File: config.mk
export PLATFORM = sky130hd
export DESIGN_NAME = scpf_front_end
export DESIGN_NICKNAME = d
export VERILOG_FILES = /design/src/common/scpf_pkg.sv /design/src/core/scpf_front_end.sv
export SDC_FILE = /design/constraint.sdc
export NUM_CORES = 1
export LEC_CHECK = 0
export BUFFER_PORTS_ARGS = -buffer_cell sky130_fd_sc_hd__buf_4
export CORE_ASPECT_RATIO = 1.75
export CORE_MARGIN = 4
export CORE_UTILIZATION = 60
export CTS_BUF_LIST = sky130_fd_sc_hd__clkbuf_8 sky130_fd_sc_hd__clkbuf_16
export DETAILED_ROUTE_END_ITERATION = 16
export GPL_TIMING_DRIVEN = 1
export PLACE_DENSITY = 0.95
export SLEW_MARGIN = 40
export SYNTH_ARGS = -nofsm -noshare
export SYNTH_HDL_FRONTEND = slang
export SYNTH_SLANG_ARGS = --single-unit
File: constraint.sdc
create_clock -name pclk -period 7.39 [get_ports pclk]
set_input_delay 1.478 -clock pclk [delete_from_list [all_inputs] [get_ports pclk]]
set_output_delay 1.478 -clock pclk [all_outputs]
set_load 0.05 [all_outputs]
File: src/common/scpf_pkg.sv
// Summary of operation
// - Up to sixteen optimized slave ports; requests carry a four-bit port index.
// - Optimized port data width fixed per build among 32, 128, 256, 512.
// - Optimized wrap bursts are 4, 8 or 16 beats; other lengths refused.
// - Without the exclusive monitor, exclusive requests complete as OKAY, never EXOKAY.
// - Optimized port transactions complete in arrival order, IDs ignored.
// - Coherent reads accept only listed ACE operations, and only shareable ones.
// - Snoops sent carry listed ACE codes; snoop response data is ignored.
// - Coherent exclusive support applies only to shareable transactions.
// - Generic port width fixed per build; narrow transfers are accepted.
// - Without CCIX coherency generic ports complete strictly in order.
// - Control port data width is 32 or 64 bits per build.
// - Control port decodes a 128 KB register window.
// - Control port has no byte strobes; writes update the full word.
// - Memory master issues wrap 2 to 16 and incr 1 to 64 beats.
// - Memory master uses one constant transaction ID.
// - Memory master data width fixed per build among 32 to 512 bits.
// - Everything runs on one common clock.
// - Reset is held at least one clock cycle to take effect.
package scpf_pkg;
    localparam int          NUM_OPT_PORTS = 16;
    localparam int          OPT_DATA_W    = 32;
    localparam int          GEN_DATA_W    = 64;
    localparam int          MST_DATA_W    = 128;
    localparam int          CTL_DATA_W    = 32;
    localparam logic [2:0]  OPT_SIZE      = 3'h2;
    localparam logic [2:0]  GEN_SIZE      = 3'h3;
    localparam logic [2:0]  MST_SIZE      = 3'h4;
    localparam int          CACHE_SIZE    = 65536;
    localparam int          LINE_WORDS    = 16;
    localparam int          CLEAR_CYCLES  = 2 * CACHE_SIZE / (4 * LINE_WORDS);
    localparam logic [3:0]  MST_ID        = 4'h0;
    localparam logic [8:0]  MST_MAX_INCR  = 9'h040;
    localparam logic [1:0]  BURST_FIXED   = 2'h0;
    localparam logic [1:0]  BURST_INCR    = 2'h1;
    localparam logic [1:0]  BURST_WRAP    = 2'h2;
    localparam logic [1:0]  RESP_OKAY     = 2'h0;
    localparam logic [1:0]  RESP_EXOKAY   = 2'h1;
    localparam logic [1:0]  RESP_SLVERR   = 2'h2;
    localparam logic [3:0]  SNP_RD_ONCE   = 4'h0;
    localparam logic [3:0]  SNP_RD_CLEAN  = 4'h2;
    localparam logic [3:0]  SNP_CLN_INV   = 4'h9;
    localparam logic [3:0]  SNP_CLN_UNQ   = 4'hB;
    localparam logic [3:0]  SNP_MK_INV    = 4'hD;
    localparam logic [3:0]  SNP_DVM_CMP   = 4'hE;
    localparam logic [3:0]  SNP_DVM_MSG   = 4'hF;
    localparam logic [3:0]  SNP_WR_UNQ    = 4'h0;
    localparam logic [14:0] WIN_HI        = 15'h0000;
    localparam logic [16:0] REG_CTRL      = 17'h00000;
    localparam logic [16:0] REG_STATUS    = 17'h00004;
    localparam logic [16:0] REG_ERRCNT    = 17'h00008;
    localparam logic [16:0] REG_REQCNT    = 17'h0000C;
    localparam int          CTRL_EXCL_BIT = 0;
    localparam int          CTRL_COH_BIT  = 1;
    localparam logic [1:0]  CTRL_RESET    = 2'h0;

    typedef struct packed {
        logic [31:0] addr;
        logic [7:0]  len;
        logic [2:0]  size;
        logic [1:0]  burst;
        logic        lock;
        logic [1:0]  domain;
        logic [3:0]  snoop;
        logic        write;
        logic        generic;
        logic [3:0]  port;
    } scpf_req_t;

    typedef struct packed {
        logic [31:0] addr;
        logic [7:0]  len;
        logic [2:0]  size;
        logic [1:0]  burst;
        logic        write;
        logic [3:0]  id;
    } scpf_mreq_t;
endpackage

File: src/core/scpf_front_end.sv
// The APB register port and the placing of the registers were left to the implementer.
`timescale 1ns/1ps
module scpf_front_end (
    input  wire logic                pclk,
    input  wire logic                presetn,
    input  wire logic                psel,
    input  wire logic                penable,
    input  wire logic                pwrite,
    input  wire logic [31:0]         paddr,
    input  wire logic [31:0]         pwdata,
    output logic                     pready,
    output logic [31:0]              prdata,
    output logic                     pslverr,
    input  wire logic                s_valid,
    input  wire scpf_pkg::scpf_req_t s_req,
    output logic                     s_ready,
    output logic                     s_resp_valid,
    output logic [1:0]               s_resp,
    input  wire logic                s_resp_ready,
    output logic                     m_valid,
    output scpf_pkg::scpf_mreq_t     m_req,
    input  wire logic                m_ready,
    input  wire logic                m_done,
    input  wire logic                m_err,
    output logic                     ac_valid,
    output logic [3:0]               ac_snoop,
    output logic [31:0]              ac_addr,
    input  wire logic                ac_ready
);
    typedef enum logic [2:0] {
        ST_CLEAR = 3'b000,
        ST_IDLE  = 3'b001,
        ST_ISSUE = 3'b010,
        ST_WAIT  = 3'b011,
        ST_SNOOP = 3'b100,
        ST_RESP  = 3'b101
    } scpf_state_t;

    function automatic logic len_line(input logic [7:0] len);
        len_line = (len == 8'h03) || (len == 8'h07) || (len == 8'h0F);
    endfunction

    function automatic logic win_ok(input logic [31:0] a);
        win_ok = (a[31:17] == scpf_pkg::WIN_HI);
    endfunction

    function automatic logic req_legal(input scpf_pkg::scpf_req_t r, input logic coh);
        logic ok;
        ok = (r.burst != scpf_pkg::BURST_FIXED) && (r.burst != 2'h3);
        if (r.generic) begin
            ok = ok && (r.size <= scpf_pkg::GEN_SIZE);
            if (r.burst == scpf_pkg::BURST_WRAP)
                ok = ok && (len_line(r.len) || r.len == 8'h01);
        end else begin
            ok = ok && (r.size == scpf_pkg::OPT_SIZE);
            if (r.burst == scpf_pkg::BURST_WRAP)
                ok = ok && len_line(r.len);
            else
                ok = ok && (len_line(r.len) || r.len == 8'h00);
            if (coh) begin
                ok = ok && (r.domain == 2'h1 || r.domain == 2'h2);
                if (r.write)
                    ok = ok && (r.snoop == scpf_pkg::SNP_WR_UNQ);
                else
                    ok = ok && (r.snoop == scpf_pkg::SNP_RD_ONCE
                        || r.snoop == scpf_pkg::SNP_RD_CLEAN
                        || r.snoop == scpf_pkg::SNP_CLN_UNQ
                        || r.snoop == scpf_pkg::SNP_CLN_INV
                        || r.snoop == scpf_pkg::SNP_MK_INV
                        || r.snoop == scpf_pkg::SNP_DVM_CMP
                        || r.snoop == scpf_pkg::SNP_DVM_MSG);
            end
        end
        req_legal = ok;
    endfunction

    scpf_state_t          st_r, st_nxt;
    logic [11:0]          clr_r, clr_nxt;
    scpf_pkg::scpf_req_t  cur_r, cur_nxt;
    logic [8:0]           rem_r, rem_nxt;
    logic                 err_r, err_nxt;
    logic                 s_ready_r, s_ready_nxt;
    logic                 rv_r, rv_nxt;
    logic [1:0]           rs_r, rs_nxt;
    logic                 mv_r, mv_nxt;
    scpf_pkg::scpf_mreq_t mq_r, mq_nxt;
    logic                 acv_r, acv_nxt;
    logic [31:0]          errcnt_r, errcnt_nxt;
    logic [31:0]          reqcnt_r, reqcnt_nxt;
    logic [1:0]           ctrl_r, ctrl_nxt;
    logic                 pready_r, pready_nxt;
    logic                 pslverr_r, pslverr_nxt;
    logic [31:0]          prdata_r, prdata_nxt;
    logic                 excl_en;
    logic                 coh_en;
    logic                 accept;
    logic [8:0]           chunk;

    assign excl_en = ctrl_r[scpf_pkg::CTRL_EXCL_BIT];
    assign coh_en  = ctrl_r[scpf_pkg::CTRL_COH_BIT];
    assign accept  = s_valid && s_ready_r;
    // Memory side never sees an incrementing burst above 64 beats
    assign chunk   = (cur_r.burst == scpf_pkg::BURST_INCR && rem_r > scpf_pkg::MST_MAX_INCR)
                   ? scpf_pkg::MST_MAX_INCR : rem_r;

    // One request in flight, so completion follows arrival order
    always_comb begin
        st_nxt      = st_r;
        clr_nxt     = clr_r;
        cur_nxt     = cur_r;
        rem_nxt     = rem_r;
        err_nxt     = err_r;
        rv_nxt      = rv_r;
        rs_nxt      = rs_r;
        mv_nxt      = mv_r;
        mq_nxt      = mq_r;
        acv_nxt     = acv_r;
        errcnt_nxt  = errcnt_r;
        reqcnt_nxt  = reqcnt_r;
        case (st_r)
            ST_CLEAR: begin
                clr_nxt = clr_r + 12'h001;
                if (clr_r == 12'(scpf_pkg::CLEAR_CYCLES - 1))
                    st_nxt = ST_IDLE;
            end
            ST_IDLE: begin
                if (accept) begin
                    cur_nxt    = s_req;
                    rem_nxt    = {1'b0, s_req.len} + 9'h001;
                    err_nxt    = 1'b0;
                    reqcnt_nxt = reqcnt_r + 32'h1;
                    if (!req_legal(s_req, coh_en)) begin
                        errcnt_nxt = errcnt_r + 32'h1;
                        rv_nxt     = 1'b1;
                        rs_nxt     = scpf_pkg::RESP_SLVERR;
                        st_nxt     = ST_RESP;
                    end else if (coh_en && !s_req.generic && !s_req.write
                                 && (s_req.snoop == scpf_pkg::SNP_CLN_INV
                                     || s_req.snoop == scpf_pkg::SNP_MK_INV)) begin
                        acv_nxt = 1'b1;
                        st_nxt  = ST_SNOOP;
                    end else begin
                        st_nxt = ST_ISSUE;
                    end
                end
            end
            ST_SNOOP: begin
                // Peer caches are only told; their data return is never awaited
                if (ac_ready) begin
                    acv_nxt = 1'b0;
                    st_nxt  = ST_ISSUE;
                end
            end
            ST_ISSUE: begin
                if (!mv_r) begin
                    mv_nxt        = 1'b1;
                    mq_nxt.addr   = cur_r.addr;
                    mq_nxt.len    = 8'(chunk - 9'h001);
                    mq_nxt.size   = cur_r.size;
                    mq_nxt.burst  = cur_r.burst;
                    mq_nxt.write  = cur_r.write;
                    mq_nxt.id     = scpf_pkg::MST_ID;
                end else if (m_ready) begin
                    mv_nxt     = 1'b0;
                    rem_nxt    = rem_r - chunk;
                    cur_nxt.addr = cur_r.addr + (32'(chunk) << cur_r.size);
                    st_nxt     = ST_WAIT;
                end
            end
            ST_WAIT: begin
                if (m_done) begin
                    err_nxt = err_r || m_err;
                    if (rem_r != 9'h000) begin
                        st_nxt = ST_ISSUE;
                    end else begin
                        rv_nxt = 1'b1;
                        st_nxt = ST_RESP;
                        if (err_r || m_err)
                            rs_nxt = scpf_pkg::RESP_SLVERR;
                        else if (excl_en && cur_r.lock
                                 && (!coh_en || cur_r.generic || cur_r.domain != 2'h0))
                            rs_nxt = scpf_pkg::RESP_EXOKAY;
                        else
                            rs_nxt = scpf_pkg::RESP_OKAY;
                    end
                end
            end
            ST_RESP: begin
                if (s_resp_ready) begin
                    rv_nxt = 1'b0;
                    st_nxt = ST_IDLE;
                end
            end
            default: st_nxt = ST_CLEAR;
        endcase
        s_ready_nxt = (st_nxt == ST_IDLE) && !accept;
    end

    // Single clock for all logic; reset is asynchronous and acts with no clock edge
    always_ff @(posedge pclk or negedge presetn) begin
        if (!presetn) begin
            st_r      <= ST_CLEAR;
            clr_r     <= 12'h000;
            cur_r     <= '0;
            rem_r     <= 9'h000;
            err_r     <= 1'b0;
            s_ready_r <= 1'b0;
            rv_r      <= 1'b0;
            rs_r      <= scpf_pkg::RESP_OKAY;
            mv_r      <= 1'b0;
            mq_r      <= '0;
            acv_r     <= 1'b0;
            errcnt_r  <= 32'h0;
            reqcnt_r  <= 32'h0;
        end else begin
            st_r      <= st_nxt;
            clr_r     <= clr_nxt;
            cur_r     <= cur_nxt;
            rem_r     <= rem_nxt;
            err_r     <= err_nxt;
            s_ready_r <= s_ready_nxt;
            rv_r      <= rv_nxt;
            rs_r      <= rs_nxt;
            mv_r      <= mv_nxt;
            mq_r      <= mq_nxt;
            acv_r     <= acv_nxt;
            errcnt_r  <= errcnt_nxt;
            reqcnt_r  <= reqcnt_nxt;
        end
    end

    // Control port answers one cycle into the access phase
    always_comb begin
        logic acc;
        logic [16:0] off;
        acc         = psel && penable && !pready_r;
        off         = paddr[16:0];
        pready_nxt  = acc;
        pslverr_nxt = acc && !win_ok(paddr);
        prdata_nxt  = prdata_r;
        ctrl_nxt    = ctrl_r;
        if (acc) begin
            prdata_nxt = 32'h0;
            if (!pwrite && win_ok(paddr)) begin
                case (off)
                    scpf_pkg::REG_CTRL:   prdata_nxt = {30'h0, ctrl_r};
                    scpf_pkg::REG_STATUS: prdata_nxt = {30'h0, st_r != ST_IDLE,
                                                        st_r == ST_CLEAR};
                    scpf_pkg::REG_ERRCNT: prdata_nxt = errcnt_r;
                    scpf_pkg::REG_REQCNT: prdata_nxt = reqcnt_r;
                    default:              prdata_nxt = 32'h0;
                endcase
            end
        end
        // No strobes exist, so a write always replaces the whole field
        if (psel && penable && pready_r && pwrite && win_ok(paddr)
            && off == scpf_pkg::REG_CTRL)
            ctrl_nxt = pwdata[1:0];
    end

    always_ff @(posedge pclk or negedge presetn) begin
        if (!presetn) begin
            pready_r  <= 1'b0;
            pslverr_r <= 1'b0;
            prdata_r  <= 32'h0;
            ctrl_r    <= scpf_pkg::CTRL_RESET;
        end else begin
            pready_r  <= pready_nxt;
            pslverr_r <= pslverr_nxt;
            prdata_r  <= prdata_nxt;
            ctrl_r    <= ctrl_nxt;
        end
    end

    assign pready       = pready_r;
    assign pslverr      = pslverr_r;
    assign prdata       = prdata_r;
    assign s_ready      = s_ready_r;
    assign s_resp_valid = rv_r;
    assign s_resp       = rs_r;
    assign m_valid      = mv_r;
    assign m_req        = mq_r;
    assign ac_valid     = acv_r;
    assign ac_snoop     = cur_r.snoop;
    assign ac_addr      = cur_r.addr;
endmodule

==> results of run 1 <==
flip-flops by register name, summed over array words and instances (netlist names), 2 cells and up:
signal    count
st_r          3
m_req        46
prdata       32
cur_r        10
clr_r        12
ac_snoop      4
s_resp        2
ctrl_r        2
errcnt_r     32
reqcnt_r     32
rem_r         9
ac_addr      32
per-stage QoR:
| stage | area, µm² | hold slack, ns | power (W) |
|---|---|---|---|
| detailed placement | 13700 | 0.462 | 0.00461 |
| global route | 14400 | 0.483 | 0.00600 |
| CTS | 14400 | 0.475 | 0.00569 |
| floorplan | 12300 | 0.438 | 0.00391 |
| global placement | 13700 | 0.454 | 0.00452 |
| finish | 14400 | 0.470 | 0.00570 |
Yosys cell counts, types with 6 or more instances:
library cell	count
mux2i_1	38
buf_4	41
inv_1	14
buf_2	11
a21oi_1	45
nor4b_1	6
a21o_1	8
nor4_1	16
o211ai_1	11
o21ai_0	80
clkbuf_1	51
xor2_1	42
or3_1	7
nand2b_1	8
nand2_1	285
xnor2_1	49
nor2b_1	9
ha_1	25
and3_1	24
nand4_1	27
nor2_1	81
o22ai_1	8
dfrtp_1	223
nor3_1	38
a31oi_1	15
mux2_2	11
nand3_1	58
and4_1	9
worst paths after layout:
check | startpoint | to | slack (ns)
min in group asynchronous | presetn | reqcnt_r[27] | 0.97
max reg2reg | cur_r[13] | ac_addr[25] | 2.84
min reg2reg | reqcnt_r[31] | reqcnt_r[31] | 0.47
max | cur_r[13] | ac_addr[25] | 2.84
max in group asynchronous | presetn | m_req[23] | 5.17
min | reqcnt_r[31] | reqcnt_r[31] | 0.47
per-layer routing:
metal  vias to the layer above  routed length (µm)  track usage
li1                       4965                   -            -
met1                      5309               11600        0.328
met2                       524               18800        0.556
met3                       163                2420       0.0467
met4                         0                2280        0.186
met5                         -                   0            0
logic make-up (layout without fill, tap and decap cells):
family | after synthesis | after routing
simple gates | 607 | 607
compound gates | 224 | 224
flops | 223 | 223
buf+inv | 122 | 279
xor+xnor | 92 | 92
mux | 51 | 51
fa+ha+maj | 26 | 26
other cells | 2 | 5
worst max-delay path: stages (launching register included):
cell      delay (ns)
dfrtp_1         0.44
nor2b_1         0.40
nand2b_1        0.35
o21ai_0         0.54
mux2i_1         0.18
a21oi_1         0.24
o22ai_1         0.16
ha_1            0.45
a21oi_1         0.12
o21ai_0         0.45
o211ai_1        0.22
and4b_1         0.33
o311ai_1        0.35
o311ai_1        0.15
power groups by stage:
| stage | Clock, W | Sequential, W | Combinational, W |
|---|---|---|---|
| finish | 0.00106 | 0.00189 | 0.00276 |
| global route | 0.00112 | 0.00192 | 0.00296 |
| floorplan | 0 | 0.00212 | 0.00179 |
| detailed placement | 0 | 0.00189 | 0.00273 |
| global placement | 0 | 0.00188 | 0.00265 |
| CTS | 0.00107 | 0.00187 | 0.00274 |
area by class of cell:
class,instances,area [µm²],area share
multi-input combinational,1005,6060,0.421
sequential,223,5580,0.388
clock buffer,25,581,0.0403
tap,245,307,0.0213
inverter,15,56.3,0.00391
clock inverter,9,75.1,0.00521
timing repair buffer,230,1740,0.121
==> flow_metrics.env, run 1 <==
export IMPL_p_sw_w=0.00269
export IMPL_syn_area_mm2=0.0122
export IMPL_globalRouteOverflowTotal=0
export IMPL_p_seq_frac=0.331
export IMPL_final_min_clock_period_ns=4.55
export IMPL_setup_violations=0
export IMPL_fin_setup_tns_ns=0
export IMPL_grt_pass1_wl_um=56200
export IMPL_clockBufferDepth=3
export IMPL_power_density_mw_per_mm2=396
export IMPL_final_common_cell="nand2_1"
export IMPL_hold_path_class="reg -> reg"
export IMPL_netSwitchingFraction=0.471
export IMPL_postCtsSetupRepairBufs=0
export IMPL_io_pins=259
export IMPL_avgRoutedWirePerCell_um=20.0
export IMPL_peakVddDrop_v=0.000378
export IMPL_dr_first_iter_drc_count=827
export IMPL_cp_end_kind="register"
export IMPL_via_per_inst=6.26
export IMPL_synth_compound_area_frac=0.115
export IMPL_h_tree_depth=1
export IMPL_grt_max_degree=101
export IMPL_power_frac_comb=0.483
export IMPL_cts_root_buffer="clkbuf_16"
export IMPL_internal_power_w=0.00302
export IMPL_power_frac_clock=0.186
export IMPL_crit_path_start_kind="register"
export IMPL_synth_fa_ha_area_frac=0.0272
export IMPL_drc=0
export IMPL_cts_num_sinks=223
export IMPL_cap_viol_max_count=0
export IMPL_start_util=0.615
export IMPL_cp_arrival_ns=4.90
export IMPL_yosys_top_cells_area="dfrtp_1 46%, nand2_1 8.7%, xnor2_1 3.5%"
export IMPL_clk_pin_slew_ns=0.07
export IMPL_synthMuxAreaShare=0.0449
export IMPL_synth_simple_area_share=0.238
export IMPL_synth_top_area_frac=0.456
export IMPL_final_cell_mix="284 x nand2_1, 228 x buf_4, 223 x dfrtp_1, 80 x o21ai_0, 77 x nor2_1"
export IMPL_dp_slack_ns=2.99
export IMPL_hold_viol=0
export IMPL_core_area_mm2=0.0199
export IMPL_worst_pin_slew_ns=0.794
export IMPL_ant_nets=0
export IMPL_cp_max_fo=10
export IMPL_syn_avg_cell_area_um2=9.09
export IMPL_fin_ws_ns=2.84
export IMPL_hold_buffers=0
export IMPL_nNetsFinal=1655
export IMPL_ys_types=86
export IMPL_reg2regPathDepth=13
export IMPL_yosysTopAreaCell="dfrtp_1"
export IMPL_rsz0062_at_grt="false"
export IMPL_place_inst=1718
export IMPL_status="finished clean"
export IMPL_synth_top_family_by_area="simple AND/OR/NAND/NOR gates"
export IMPL_slew_headroom=0.471
export IMPL_fillers=1414
export IMPL_totalWireLength_um=35100
export IMPL_row_count=68
export IMPL_drive_gt1_frac=0.201
export IMPL_area_growth_pct=17.6
export IMPL_maxSlewViolCount=0
export IMPL_fmax_ghz=0.220
export IMPL_port_buffers=220
export IMPL_clock_latency_ns=0.52
export IMPL_first_global_vias=11400
export IMPL_place_gp_congestion=0.968
export IMPL_yosys_most_used_dff="dfrtp_1"
export IMPL_yosysSeqAreaShare=0.456
export IMPL_ys_seq_elements=223
export IMPL_cts_inserted_buffers=21
export IMPL_synthArstFlopShare=1.00
export IMPL_worstPathRequired_ns=7.75
export IMPL_drt_pass1_iterations=6
export IMPL_finalCritPeriodShare=0.615
export IMPL_holdPathStages=1
export IMPL_die_area_mm2=0.0229
export IMPL_ys_warn_count=0
export IMPL_cts_tree="yes"
export IMPL_p_leak_nw=6.95
export IMPL_grt_total_usage=0.307
export IMPL_synthCells=1347
export IMPL_worst_clock_skew_ns=0.0277
export IMPL_vias=11000
export IMPL_chipWidth_um=116
export IMPL_die_h_um=197
export IMPL_synth_edf_count=0
export IMPL_critical_path_class="reg -> reg"
export IMPL_fin_util=0.723
export IMPL_synthXorXnorAreaFrac=0.0664
export IMPL_antenna_found_initial=0
export IMPL_hpwlAfterDp_um=25200
export IMPL_cts_resized=0
export IMPL_n_antenna_cell=0
export IMPL_final_cells=1752
(Power assumes the default switching activity.)
==> run 2, diff against run 1 <==
- CORE_UTILIZATION: 60 -> 56
- PLACE_DENSITY: 0.95 -> 0.94
- clock period: 7.39 -> 4.2 ns (I/O delays scaled with it)
==> flow_metrics.env, run 2 (synthesis results as in run 1) <==
export IMPL_status="finished clean"
export IMPL_hold_buffers=0
export IMPL_rsz0062_at_grt="false"
export IMPL_cts_inserted_buffers=22
export IMPL_timing_hold_ws_ns=0.320
export IMPL_grt_total_usage=0.295
export IMPL_setup_violations=0
export IMPL_drt_pass1_iterations=7
export IMPL_cp_max_fo=8
export IMPL_die_area_mm2=0.0244
export IMPL_crit_path_start_kind="register"
export IMPL_internal_power_w=0.00563
export IMPL_grt_max_degree=101
export IMPL_die_h_um=204
export IMPL_hold_viol=0
export IMPL_cap_viol_max_count=0
export IMPL_n_antenna_cell=0
export IMPL_final_cell_mix="283 x nand2_1, 243 x buf_4, 223 x dfrtp_1, 80 x o21ai_0, 79 x nor2_1"
export IMPL_fillers=1634
export IMPL_clockBufferDepth=3
export IMPL_cp_arrival_ns=4.30
export IMPL_worst_clock_skew_ns=0.00894
export IMPL_r2r_start="rem_r[7]"
export IMPL_reg2reg_slack_ns=0.27
export IMPL_multi_input_area_mm2=0.00606
export IMPL_area_growth_pct=20.0
export IMPL_totalWireLength_um=36400
export IMPL_dp_slack_ns=0.314
export IMPL_ant_nets=0
export IMPL_cts_resized=0
export IMPL_critPathMaxStageDelay_ns=0.47
export IMPL_row_count=71
export IMPL_fin_setup_tns_ns=0
export IMPL_core_area_mm2=0.0215
export IMPL_fin_util=0.684
export IMPL_reg2regPathDepth=13
export IMPL_io_pins=259
export IMPL_power_density_mw_per_mm2=710
export IMPL_cp_end_kind="register"
export IMPL_nNetsFinal=1671
export IMPL_power_frac_comb=0.482
export IMPL_chipWidth_um=120
export IMPL_p_leak_nw=7.08
export IMPL_slew_headroom=0.444
export IMPL_dr_first_iter_drc_count=760
export IMPL_final_common_cell="nand2_1"
export IMPL_port_buffers=220
export IMPL_cpMostUsedCell="o311ai_1"
export IMPL_antenna_found_initial=0
export IMPL_globalRouteOverflowTotal=0
export IMPL_avgRoutedWirePerCell_um=20.0
export IMPL_final_cells=1819
export IMPL_worstPathRequired_ns=4.57
export IMPL_cts_num_sinks=223
export IMPL_clock_latency_ns=0.51
export IMPL_cp_cell_sequence="nor3_1 > nand3_1 > a21oi_1 > mux2i_1 > mux2_2 > a22o_1 > ha_1 > and4_1 > nand4_1 > a31o_1 > and4b_1 > o311ai_1 > o311ai_1"
export IMPL_register_area_mm2=0.00558
export IMPL_place_gp_congestion=0.967
export IMPL_largest_reg_flops=46
export IMPL_crit_start="rem_r[7]"
export IMPL_final_min_clock_period_ns=3.93
export IMPL_cts_tree="yes"
export IMPL_vias=11100
export IMPL_slowest_stage="dfrtp_1"
export IMPL_maxSlewViolCount=0
export IMPL_hold_path_class="in -> async"
export IMPL_p_seq_frac=0.314
export IMPL_clk_pin_slew_ns=0.06
export IMPL_power_frac_clock=0.203
export IMPL_finalCritPeriodShare=0.935
export IMPL_h_tree_depth=1
export IMPL_grt_pass1_wl_um=58100
export IMPL_peakVddDrop_v=0.000646
export IMPL_drive_gt1_frac=0.212
export IMPL_crit_reg2reg_capture="ac_addr[25]"
export IMPL_critical_path_class="reg -> reg"
export IMPL_via_per_inst=6.12
export IMPL_fmax_ghz=0.255
export IMPL_start_util=0.570
export IMPL_cts_root_buffer="clkbuf_16"
export IMPL_postCtsSetupRepairBufs=0
export IMPL_p_sw_w=0.00481
export IMPL_netSwitchingFraction=0.461
export IMPL_drc=0
export IMPL_worst_pin_slew_ns=0.828
export IMPL_hpwlAfterDp_um=26500
export IMPL_first_global_vias=11700
export IMPL_fin_ws_ns=0.271
export IMPL_place_inst=1780
run 2: layout make-up:
type	count	area share
tap	292	0.0249
multi-input combinational	1005	0.412
sequential	223	0.380
clock inverter	10	0.00851
inverter	15	0.00383
timing repair buffer	245	0.126
clock buffer	29	0.0448
run 2: critical path, delay by kind of cell, from the launching register on:
kind / cells / cell delay [ns]
flip-flops: 1 / 0.47
AND/OR/NAND/NOR: 5 / 1.20
adder cells (fa/ha/maj): 1 / 0.39
multiplexers: 2 / 0.47
AO/OA/AOI/OAI: 5 / 1.27
run 2: through the flow:
stage          area [µm²]  power (W)
3_5_place_dp        13900    0.00825
2_1_floorplan       12300    0.00688
3_3_place_gp        13900    0.00810
5_1_grt             14700     0.0110
6_report            14700     0.0104
4_1_cts             14700     0.0104
run 2: worst max path at each step:
stage / end / depth (start not counted) / slack, ns
after global placement: ac_addr[28] / 13 / 0.38
final: ac_addr[25] / 13 / 0.27
after CTS: ac_addr[25] / 13 / 0.31
after floorplan: ac_addr[31] / 16 / 0.64
after global routing: ac_addr[17] / 13 / 0.009
after detailed placement: ac_addr[25] / 13 / 0.31
run 2: power by group through the flow:
| stage | Combinational [W] | Sequential (W) | Clock [W] |
|---|---|---|---|
| CTS | 0.00500 | 0.00326 | 0.00214 |
| finish | 0.00504 | 0.00328 | 0.00212 |
| global placement | 0.00485 | 0.00326 | 0 |
| floorplan | 0.00314 | 0.00374 | 0 |
| global route | 0.00541 | 0.00334 | 0.00223 |
| detailed placement | 0.00497 | 0.00329 | 0 |
run 2: per-layer routing:
metal	share of wire	GRT usage	up-vias
met5	0	0	-
met4	0.069	0.187	0
met3	0.061	0.0425	190
met2	0.54	0.555	581
met1	0.33	0.301	5356
li1	-	-	4999
